$ cat config.mk
export PLATFORM = sky130hd
export DESIGN_NAME = interrupt_flag_status_bank
export DESIGN_NICKNAME = d
export VERILOG_FILES = /design/src/shared/irq_flag_pkg.sv /design/src/hw/interrupt_flag_status_bank.sv /design/src/hw/irq_flag_word.sv
export SDC_FILE = /design/constraint.sdc
export NUM_CORES = 1
export LEC_CHECK = 0
export BUFFER_PORTS_ARGS = -buffer_cell sky130_fd_sc_hd__buf_2
export CAP_MARGIN = 20
export CORE_ASPECT_RATIO = 0.75
export CORE_UTILIZATION = 50
export CTS_BUF_LIST = sky130_fd_sc_hd__clkbuf_4
export CTS_CLUSTER_SIZE = 24
export DETAILED_ROUTE_END_ITERATION = 12
export GPL_ROUTABILITY_DRIVEN = 1
export GPL_TIMING_DRIVEN = 1
export HOLD_SLACK_MARGIN = 0.02
export PLACE_DENSITY = 0.82
export SYNTH_ARGS = -nofsm -noshare
export SYNTH_HDL_FRONTEND = slang
export SYNTH_SLANG_ARGS = --single-unit
$ cat constraint.sdc
create_clock -name ref_clk -period 6.6 [get_ports ref_clk]
set_input_delay 0.66 -clock ref_clk [delete_from_list [all_inputs] [get_ports ref_clk]]
set_output_delay 0.66 -clock ref_clk [all_outputs]
set_load 0.02 [all_outputs]
$ cat src/shared/irq_flag_pkg.sv
// Register map, field positions and reset values of the interrupt flag bank.
package irq_flag_pkg;

  localparam int unsigned DATA_W = 32;
  localparam int unsigned ADDR_W = 12;
  localparam int unsigned FLAG_W = 16;

  // Byte addresses of the bus registers.
  localparam logic [11:0] OFF_IRQ_FLAGS_0 = 12'h000;
  localparam logic [11:0] OFF_IRQ_FLAGS_1 = 12'h004;
  localparam logic [11:0] OFF_IRQ_FLAGS_2 = 12'h008;
  localparam logic [11:0] OFF_IRQ_ENABLE_0 = 12'h00C;
  localparam logic [11:0] OFF_IRQ_ENABLE_1 = 12'h010;
  localparam logic [11:0] OFF_IRQ_ENABLE_2 = 12'h014;

  // Implemented flag positions; a zero marks a reserved bit.
  localparam logic [15:0] IMPL_MASK_0 = 16'h7FFF;
  localparam logic [15:0] IMPL_MASK_1 = 16'hFFFB;
  localparam logic [15:0] IMPL_MASK_2 = 16'hDFFF;

  localparam logic [15:0] FLAGS_RESET = 16'h0000;
  localparam logic [15:0] ENABLE_RESET = 16'h0000;

  // Fields of irq_flags_0.
  localparam int unsigned DMA_CH1_DONE_FLAG = 14;
  localparam int unsigned ADC_A_DONE_FLAG = 13;
  localparam int unsigned UART_A_TX_FLAG = 12;
  localparam int unsigned UART_A_RX_FLAG = 11;
  localparam int unsigned SPI_A_EVENT_FLAG = 10;
  localparam int unsigned SPI_A_FAULT_FLAG = 9;
  localparam int unsigned TIMER_C_FLAG = 8;
  localparam int unsigned TIMER_B_FLAG = 7;
  localparam int unsigned COMPARE_B_FLAG = 6;
  localparam int unsigned CAPTURE_B_FLAG = 5;
  localparam int unsigned DMA_CH0_DONE_FLAG = 4;
  localparam int unsigned TIMER_A_FLAG = 3;
  localparam int unsigned COMPARE_A_FLAG = 2;
  localparam int unsigned CAPTURE_A_FLAG = 1;
  localparam int unsigned EXT_PIN_A_FLAG = 0;

  // Fields of irq_flags_1.
  localparam int unsigned UART_B_TX_FLAG = 15;
  localparam int unsigned UART_B_RX_FLAG = 14;
  localparam int unsigned EXT_PIN_C_FLAG = 13;
  localparam int unsigned TIMER_E_FLAG = 12;
  localparam int unsigned TIMER_D_FLAG = 11;
  localparam int unsigned COMPARE_D_FLAG = 10;
  localparam int unsigned COMPARE_C_FLAG = 9;
  localparam int unsigned DMA_CH2_DONE_FLAG = 8;
  localparam int unsigned CAPTURE_H_FLAG = 7;
  localparam int unsigned CAPTURE_G_FLAG = 6;
  localparam int unsigned ADC_B_DONE_FLAG = 5;
  localparam int unsigned EXT_PIN_B_FLAG = 4;
  localparam int unsigned PIN_CHANGE_FLAG = 3;
  localparam int unsigned TWOWIRE_A_MASTER_FLAG = 1;
  localparam int unsigned TWOWIRE_A_SLAVE_FLAG = 0;

  // Fields of irq_flags_2.
  localparam int unsigned TIMER_F_FLAG = 15;
  localparam int unsigned DMA_CH4_DONE_FLAG = 14;
  localparam int unsigned COMPARE_H_FLAG = 12;
  localparam int unsigned COMPARE_G_FLAG = 11;
  localparam int unsigned COMPARE_F_FLAG = 10;
  localparam int unsigned COMPARE_E_FLAG = 9;
  localparam int unsigned CAPTURE_F_FLAG = 8;
  localparam int unsigned CAPTURE_E_FLAG = 7;
  localparam int unsigned CAPTURE_D_FLAG = 6;
  localparam int unsigned CAPTURE_C_FLAG = 5;
  localparam int unsigned DMA_CH3_DONE_FLAG = 4;
  localparam int unsigned CAN_A_EVENT_FLAG = 3;
  localparam int unsigned CAN_A_RX_READY_FLAG = 2;
  localparam int unsigned SPI_B_EVENT_FLAG = 1;
  localparam int unsigned SPI_B_ERROR_FLAG = 0;

endpackage

$ cat src/hw/interrupt_flag_status_bank.sv
// Interrupt flag status bank with enables, APB register access and one interrupt line.
//
// Added by the designer: the APB interface to the registers and the register offsets.
`timescale 1ns/1ps
`default_nettype none
module interrupt_flag_status_bank
  import irq_flag_pkg::*;
(
  input wire logic ref_clk,
  input wire logic reset,
  input wire logic psel,
  input wire logic penable,
  input wire logic pwrite,
  input wire logic [11:0] paddr,
  input wire logic [31:0] pwdata,
  output logic [31:0] prdata,
  output logic pready,
  output logic pslverr,
  input wire logic [15:0] src_req_0,
  input wire logic [15:0] src_req_1,
  input wire logic [15:0] src_req_2,
  output logic [15:0] irq_flags_0,
  output logic [15:0] irq_flags_1,
  output logic [15:0] irq_flags_2,
  output logic [15:0] pending_0,
  output logic [15:0] pending_1,
  output logic [15:0] pending_2,
  output logic irq
);

  ////////////////////////////////////////////////////////////////////////////
  // Bus slave: one wait state, read data and error are registered.

  logic ack;
  logic next_ack;
  logic [31:0] next_prdata;
  logic bad;
  logic next_bad;
  logic access;
  logic hit_flags_0;
  logic hit_flags_1;
  logic hit_flags_2;
  logic hit_enable_0;
  logic hit_enable_1;
  logic hit_enable_2;
  logic mapped;
  logic wr_done;
  logic [15:0] enable_0;
  logic [15:0] enable_1;
  logic [15:0] enable_2;

  assign access = psel && penable;
  assign hit_flags_0 = (paddr == OFF_IRQ_FLAGS_0);
  assign hit_flags_1 = (paddr == OFF_IRQ_FLAGS_1);
  assign hit_flags_2 = (paddr == OFF_IRQ_FLAGS_2);
  assign hit_enable_0 = (paddr == OFF_IRQ_ENABLE_0);
  assign hit_enable_1 = (paddr == OFF_IRQ_ENABLE_1);
  assign hit_enable_2 = (paddr == OFF_IRQ_ENABLE_2);
  assign mapped = hit_flags_0 || hit_flags_1 || hit_flags_2 || hit_enable_0 || hit_enable_1 || hit_enable_2;
  assign pready = access && ack;
  assign pslverr = pready && bad;
  // A write lands only at the edge that completes the transfer.
  assign wr_done = pready && pwrite && mapped;

  always_comb begin
    next_ack = access && !ack;
    next_bad = bad;
    next_prdata = prdata;
    if (access && !ack) begin
      next_bad = !mapped;
      next_prdata = 32'h0000_0000;
      if (!pwrite) begin
        // Reserved bits and the upper half word read as zero.
        if (hit_flags_0) begin
          next_prdata = {16'h0000, irq_flags_0};
        end else if (hit_flags_1) begin
          next_prdata = {16'h0000, irq_flags_1};
        end else if (hit_flags_2) begin
          next_prdata = {16'h0000, irq_flags_2};
        end else if (hit_enable_0) begin
          next_prdata = {16'h0000, enable_0};
        end else if (hit_enable_1) begin
          next_prdata = {16'h0000, enable_1};
        end else if (hit_enable_2) begin
          next_prdata = {16'h0000, enable_2};
        end else begin
          next_prdata = 32'h0000_0000;
        end
      end
    end
  end

  always_ff @(posedge ref_clk or posedge reset) begin
    if (reset) begin
      ack <= 1'b0;
      bad <= 1'b0;
      prdata <= 32'h0000_0000;
    end else begin
      ack <= next_ack;
      bad <= next_bad;
      prdata <= next_prdata;
    end
  end

  ////////////////////////////////////////////////////////////////////////////
  // Flag registers.

  irq_flag_word #(.IMPL_MASK(IMPL_MASK_0)) flags_word_0 (
    .ref_clk(ref_clk),
    .reset(reset),
    .set_pulse(src_req_0),
    .wr_en(wr_done && hit_flags_0),
    .wr_data(pwdata[15:0]),
    .flags(irq_flags_0)
  );

  irq_flag_word #(.IMPL_MASK(IMPL_MASK_1)) flags_word_1 (
    .ref_clk(ref_clk),
    .reset(reset),
    .set_pulse(src_req_1),
    .wr_en(wr_done && hit_flags_1),
    .wr_data(pwdata[15:0]),
    .flags(irq_flags_1)
  );

  irq_flag_word #(.IMPL_MASK(IMPL_MASK_2)) flags_word_2 (
    .ref_clk(ref_clk),
    .reset(reset),
    .set_pulse(src_req_2),
    .wr_en(wr_done && hit_flags_2),
    .wr_data(pwdata[15:0]),
    .flags(irq_flags_2)
  );

  ////////////////////////////////////////////////////////////////////////////
  // Enable registers and the interrupt line.

  logic [15:0] next_enable_0;
  logic [15:0] next_enable_1;
  logic [15:0] next_enable_2;

  always_comb begin
    next_enable_0 = enable_0;
    next_enable_1 = enable_1;
    next_enable_2 = enable_2;
    if (wr_done && hit_enable_0) begin
      next_enable_0 = pwdata[15:0] & IMPL_MASK_0;
    end
    if (wr_done && hit_enable_1) begin
      next_enable_1 = pwdata[15:0] & IMPL_MASK_1;
    end
    if (wr_done && hit_enable_2) begin
      next_enable_2 = pwdata[15:0] & IMPL_MASK_2;
    end
  end

  always_ff @(posedge ref_clk or posedge reset) begin
    if (reset) begin
      enable_0 <= ENABLE_RESET;
      enable_1 <= ENABLE_RESET;
      enable_2 <= ENABLE_RESET;
    end else begin
      enable_0 <= next_enable_0;
      enable_1 <= next_enable_1;
      enable_2 <= next_enable_2;
    end
  end

  // A request is forwarded only where its enable bit is one.
  assign pending_0 = irq_flags_0 & enable_0;
  assign pending_1 = irq_flags_1 & enable_1;
  assign pending_2 = irq_flags_2 & enable_2;
  assign irq = |{pending_0, pending_1, pending_2};
endmodule
`default_nettype wire

$ cat src/hw/irq_flag_word.sv
// One 16-bit interrupt flag register with hardware set and software write.
`timescale 1ns/1ps
`default_nettype none
module irq_flag_word
  import irq_flag_pkg::*;
#(
  parameter logic [15:0] IMPL_MASK = 16'hFFFF
) (
  input wire logic ref_clk,
  input wire logic reset,
  input wire logic [15:0] set_pulse,
  input wire logic wr_en,
  input wire logic [15:0] wr_data,
  output logic [15:0] flags
);

  logic [15:0] next_flags;

  // A set pulse is ORed after the write, so it survives a clearing write.
  always_comb begin
    next_flags = wr_en ? wr_data : flags;
    next_flags = (next_flags | set_pulse) & IMPL_MASK;
  end

  always_ff @(posedge ref_clk or posedge reset) begin
    if (reset) begin
      flags <= FLAGS_RESET;
    end else begin
      flags <= next_flags;
    end
  end
endmodule
`default_nettype wire

==> summary.md, run 1 <==
| Metric | Value |
|---|---|
| CP startpoint | flags_word_2.flags[7] |
| Main flop type after synthesis | dfrtp_1 |
| Buf+Inv Stages, Crit Path | 1 |
| Final hold slack | 192 ps |
| Synth cell count leaders | 108 x dfrtp_1, 53 x nor2_1, 45 x and2_1, 45 x mux2_1, 34 x a21oi_1 |
| Number of flops mapped to enable cells by yosys | 0 |
| Post-synthesis sequential area ratio | 0.481 |
| Final worst path period need | 3670 ps |
| Status | completed |
| Worst-path fanout max | 4 |
| Site Rows | 33 |
| DR vias | 5265 |
| Startpoint Class | flip-flop |
| Fin nets | 834 |
| Pin count of the biggest net entering global routing | 70 |
| Post-synth top area cell | dfrtp_1 |
| Hold Vio Cnt, Final | 0 |
| Clock Tree Root | clkbuf_4 |
| Num CTS Buffers | 9 |
| Die Width | 124 um |
| Die H | 93.8 um |
| Worst EP arrival | 3010 ps |
| Gr ovfl total | 0 |
| Dpl cells | 864 |
| Routed vias/inst | 5.96 |
| Area contributors post-synth | dfrtp_1 48%, mux2_1 9.0%, and2_1 5.0% |
| RSZ-0062 raised after global routing | no |
| # resized after CTS | 0 |
| CTS tree | yes |
| Clk Latency, worst-skew pair | 470 ps |
| Reg2reg setup slack | 3830 ps |
| Syn_area_per_cell | 9.97 sq um |
| Global-route wire length before repair | 27100 um |
| Wirelength per Cell | 20.5 um |
| Vias in the first global route | 4755 |
| Detail Route Antenna Nets | 0 |
| Pins Over Slew Limit | 0 |
| # clock sinks | 108 |
| DP Wirelength | 13400 um |
| Endpoints failing setup | 0 |
| Slew @ Worst Pin | 1160 ps |
| Skew final | 19.7 ps |
| Fraction of final layout cells sized beyond drive strength 1 | 0.303 |
| Min-delay worst type | in -> async |
| Ys Warns | 0 |
| RR Startpoint | ack |
| Cell with the most instances after synthesis | dfrtp_1 |
| Synth top area share | 0.481 |
| VDD IR max | 0.000104 V |
| H-tree Lvls | 3 |
| Crit-path slowest cell | or4_1 |
| Area Growth Syn to Fin | 19.8% |
| Critical Path Most Common Cell | or4_1 |
| Fin crit share | 0.556 |
| CP Data Required Time | 5940 ps |
| Crit path capture type | primary output |
| Maxcap violations | 0 |
| WS Path Type | reg -> out |
| Final WL | 18100 um |
| DRT Pass-1 Iters | 5 |
| Peak Freq | 0.273 GHz |
| Num ports | 228 |
| Setup ws final | 2930 ps |
| Clk slew on worst S/H paths | 160 ps |
| Number of synthesized register bits | 108 |
| Synth cell types | 40 |
| 1st-iter DRT viols | 476 |
| Final Instance Count excl. Fillers | 884 |
| FFs w/ async S/R, synth | 1.00 |
| GP Congestion | 0.894 |
| Pre-CTS setup slack | 3200 ps |
| Mapped Cells | 563 |
| Hold Buf Count CTS | 0 |
| Post-CTS setup buffer count | 0 |
| Cell family with most CP delay | simple AND/OR/NAND/NOR gates |
| Rel. slew slack | 0.223 |
| Port bufs | 186 |
| Setup TNS after final layout | 0 ps |
| PwrDens | 164 nW/um^2 |
| Crit path cell chain | and2_1 > or4_1 > nor4_1 > nand4_1 > or4_1 > buf_2 |
| Static leakage | 0.00348 uW |
| Initial Utilization | 0.513 |
| Clk buf depth | 2 |
| Largest stage delay, worst path | 570 ps |
| Synth Cell Area | 5610 sq um |
| Antenna violations before repair | 1 |
| GR Util All Layers | 0.310 |
| Fillers | 929 |
| Utilization after layout | 0.615 |
| Die Footprint | 11700 sq um |
| DRC Markers | 0 |
| Core area | 10900 sq um |
## registers in the layout, summed over array words and instances (netlist names)
name and count:
enable_2 15, flags_word_2.flags 15, enable_1 15, enable_0 15, bad 1, prdata 16, flags_word_0.flags 15, flags_word_1.flags 15
ack 1
## final timing paths
kind                                          end  cells after the start
setup / recovery                              irq                      6
hold / removal              flags_word_2.flags[0]                      2
min in group ref_clk       flags_word_0.flags[10]                      2
max in group asynchronous                     bad                      3
setup reg to reg            flags_word_0.flags[3]                      5
hold reg to reg                        prdata[11]                      2
## routing by layer
layer / global-route usage / vias to the layer above / wire length (um)
li1: - / 2346 / -
met1: 0.466 / 2558 / 8220
met2: 0.431 / 335 / 7690
met3: 0.0877 / 26 / 1960
met4: 0.0873 / 0 / 242
met5: 0 / - / 0
## cell usage in the layout, fill, tap and decap left out, drive strengths merged
cell,count
bufinv,1
and3,18
and2,46
dfrtp,108
clkinv,4
clkbuf,11
nand3b,1
inv,7
a22oi,1
mux2,45
nand4,4
o31ai,1
nand2,26
diode,2
nor4,10
a22o,11
buf,192
nor2,53
o22ai,12
a211o,15
or3,1
a32oi,2
a31oi,14
a21o,11
nor3,33
nor2b,2
nand3,5
mux2i,12
a21oi,34
conb,22
or4,7
a21boi,1
or2,6
a221oi,1
o21ai,25
## metrics by stage
step	cell area, sq um	total power, uW
2_1_floorplan	5690	738
6_report	6720	1100
4_1_cts	6700	1110
5_1_grt	6720	1140
3_5_place_dp	6560	777
3_3_place_gp	6560	775
## logic make-up after synthesis
family / count (synthesis) / share of synthesized area
AND/OR/NAND/NOR: 212 / 0.206
AO/OA/AOI/OAI: 128 / 0.146
flip-flops: 108 / 0.481
multiplexers: 57 / 0.112
buffers and inverters: 57 / 0.0548
other: 1 / 0.000668
## power by group
group / switching [uW] / internal, uW
combinational: 75.7 / 28.3
sequential: 0.247 / 662
clock: 215 / 123
## layout make-up
class / count / area, sq um / share of cell area
diodes: 2 / 5.00 / 0.000744
flip-flops and latches: 108 / 2700 / 0.402
clock buffers: 11 / 82.6 / 0.0123
repair buffers: 192 / 983 / 0.146
clock inverters: 5 / 52.6 / 0.00782
multi-input cells: 419 / 2690 / 0.401
well taps: 140 / 175 / 0.0261
inverters: 7 / 28.8 / 0.00428
No activity file was read; power rests on OpenSTA's default activity.
==> run 2, diff against run 1 <==
- CORE_UTILIZATION: 50 -> 45
- PLACE_DENSITY: 0.82 -> 0.78
- clock period: 6.6 -> 3 ns (I/O delays scaled with it)
==> run 2 against run 1 <==
Net effect: register-to-register slack got worse by 2800 ps; via count rose by 0.66%; design area rose by 5.9%; critical path type unchanged; sequential cell count unchanged; first-iteration DRC count down 32%; core utilization fell by 1.4 points; sequential share of layout area fell by 2.2 points; critical path depth down 1; clock-buffer cell count stayed put; worst hold slack got worse by 100 ps; clock power rose by 110%.
==> summary.md, run 2 (same netlist as run 1, synthesis figures left out) <==
| Metric | Value |
|---|---|
| Static leakage | 0.00365 uW (+4.9%) |
| Final worst path period need | 2950 ps |
| Largest register FFs | 16 (unchanged) |
| Clock Tree Root | clkbuf_4 |
| HP Start | src_req_2[15] |
| Die Footprint | 12900 sq um (+11%) |
| Hold Vio Cnt, Final | 0 (unchanged) |
| Peak Freq | 0.339 GHz |
| Fraction of final layout cells sized beyond drive strength 1 | 0.324 (+0.0211) |
| VDD IR max | 0.000210 V (+100%) |
| Site Rows | 34 (+3.0%) |
| GP Congestion | 0.947 (+6.0%) |
| Endpoints failing setup | 0 (unchanged) |
| DP Wirelength | 14200 um (+6.0%) |
| DRT Pass-1 Iters | 4 (-1) |
| Rel. slew slack | 0.421 (+0.198) |
| Power share of the sequential group | 0.599 (about the same) |
| Commonest non-fill, non-tap cells in the layout | 185 x buf_2, 108 x dfrtp_1, 53 x nor2_1, 45 x mux2_1, 42 x and2_1 |
| H-tree Lvls | 3 (unchanged) |
| Antenna violations before repair | 2 (+1) |
| CP startpoint | enable_1[8] |
| Clock power frac | 0.298 (-0.008) |
| Num ports | 228 (unchanged) |
| Worst EP arrival | 2650 ps (-360 ps) |
| GR Util All Layers | 0.300 (-0.0105) |
| Sw Share | 0.261 (-0.00293) |
| Cell Area, Placed | 6700 sq um (+2.1%) |
| Routed vias/inst | 5.63 (-5.4%) |
| Combinational fraction of design power | 0.103 (+0.009) |
| Detail Route Antenna Nets | 0 (unchanged) |
| Setup TNS after final layout | 0 ps (unchanged) |
| Fin crit share | 0.984 |
| PwrDens | 342 nW/um^2 (+110%) |
| Leading cell type in the layout, fill and taps excluded | buf_2 |
| CP Data Required Time | 2700 ps (-3240 ps) |
| Pin count of the biggest net entering global routing | 109 (+56%) |
| Net switching power figure | 635 uW (+120%) |
| Worst-path fanout max | 3 (-1) |
| Startpoint Class | flip-flop |
| # clock sinks | 108 (unchanged) |
| Final Instance Count excl. Fillers | 941 (+6.4%) |
| DR vias | 5300 (+0.66%) |
| Pre-CTS setup slack | 415 ps (-2780 ps) |
| Wirelength per Cell | 20.0 um (-2.5%) |
| Crit path capture type | primary output |
| Area Growth Syn to Fin | 26.9% |
| RR Startpoint | ack |
| Port bufs | 186 (unchanged) |
| CTS tree | yes |
| Min-delay worst type | in -> reg |
| Setup ws final | 49.4 ps (-2880 ps) |
| DRC Markers | 0 (unchanged) |
| Die H | 98.7 um (+5.3%) |
| Clk buf depth | 2 (unchanged) |
| Status | completed |
| Clk slew on worst S/H paths | 160 ps (about the same) |
| Gr ovfl total | 0 (unchanged) |
| Clk Latency, worst-skew pair | 470 ps (about the same) |
| Fin nets | 870 (+4.3%) |
| Initial Utilization | 0.473 (-0.0401) |
| Pint | 1800 uW (+120%) |
| 1st-iter DRT viols | 326 (-32%) |
| Utilization after layout | 0.600 (-0.0145) |
| Final WL | 18800 um (+3.8%) |
| Global-route wire length before repair | 28600 um (+5.2%) |
| Dpl cells | 899 (+4.1%) |
| Num CTS Buffers | 9 (unchanged) |
| Post-route cell area | 7120 sq um (+5.9%) |
| WS Path Type | reg -> out |
| RSZ-0062 raised after global routing | yes |
| Worst Reg-to-Reg Cells | 7 (+2) |
| Worst hold path depth | 3 |
| Maxcap violations | 0 (unchanged) |
| Slew @ Worst Pin | 862 ps (-294 ps) |
| Pins Over Slew Limit | 0 (unchanged) |
| Vias in the first global route | 5155 (+8.4%) |
| Die Width | 131 um (+5.3%) |
| Skew final | 18.3 ps (-1.40 ps) |
| Top reg by flops | prdata |
| Core area | 11900 sq um (+8.5%) |
[run 2: cell types whose count changed in the layout (fill, tap and decap cells not counted), sizes merged]
cell	change
buf	+20
clkinvlp	+1
inv	-1
clkinv	-1
dlygate4sd3	+16
[run 2: critical path, cell delays in order (launching register included)]
cell     delay, ps
dfrtp_1        420
and2_4         170
or4_4          530
or4_4          420
or4_4          500
buf_6          150
[run 2: layout make-up]
cell class	count	area [sq um]
multi-input combinational	419	2750
fill	1074	4750
inverter	7	30.0
tap	162	203
timing repair buffer	228	1310
clock inverter	4	41.3
sequential	108	2700
antenna	2	5.00
clock buffer	11	82.6
[run 2: through the flow]
stage	total power [uW]	hold WS, ps
5_1_grt	2520	71.3
3_5_place_dp	1720	489
4_1_cts	2440	63.4
2_1_floorplan	1620	401
3_3_place_gp	1710	477
6_report	2440	87.1
[run 2: final timing paths]
kind	to	slack (ps)
worst max-delay path	irq	50
worst min-delay path	flags_word_2.flags[15]	90
worst max register to register	flags_word_0.flags[8]	990
worst min register to register	prdata[15]	510
max in group asynchronous	enable_0[14]	2030
min in group asynchronous	enable_1[15]	500
[run 2: power by group through the flow]
stage               clock network (uW)  registers, uW  logic, uW
finish                             726           1460        252
detailed placement                   0           1480        233
global placement                     0           1480        227
global route                       782           1460        276
CTS                                733           1460        249
floorplan                            0           1490        139
[run 2: metal layers]
metal,routed length (um),global-route usage
met5,0,0
met4,318,0.0796
met3,1860,0.0912
met1,8830,0.432
met2,7790,0.436
[run 2: repair_timing]
| item | 4_1_cts | 5_1_grt |
|---|---|---|
| endpoints found under the hold margin | 123 | 0 |
| hold buffers | 16 | 0 |
| endpoints found under the setup margin | 1 | 1 |
| pin swaps | 6 | 6 |
| buffers inserted | 7 | 2 |
| gates resized for setup | 10 | 4 |
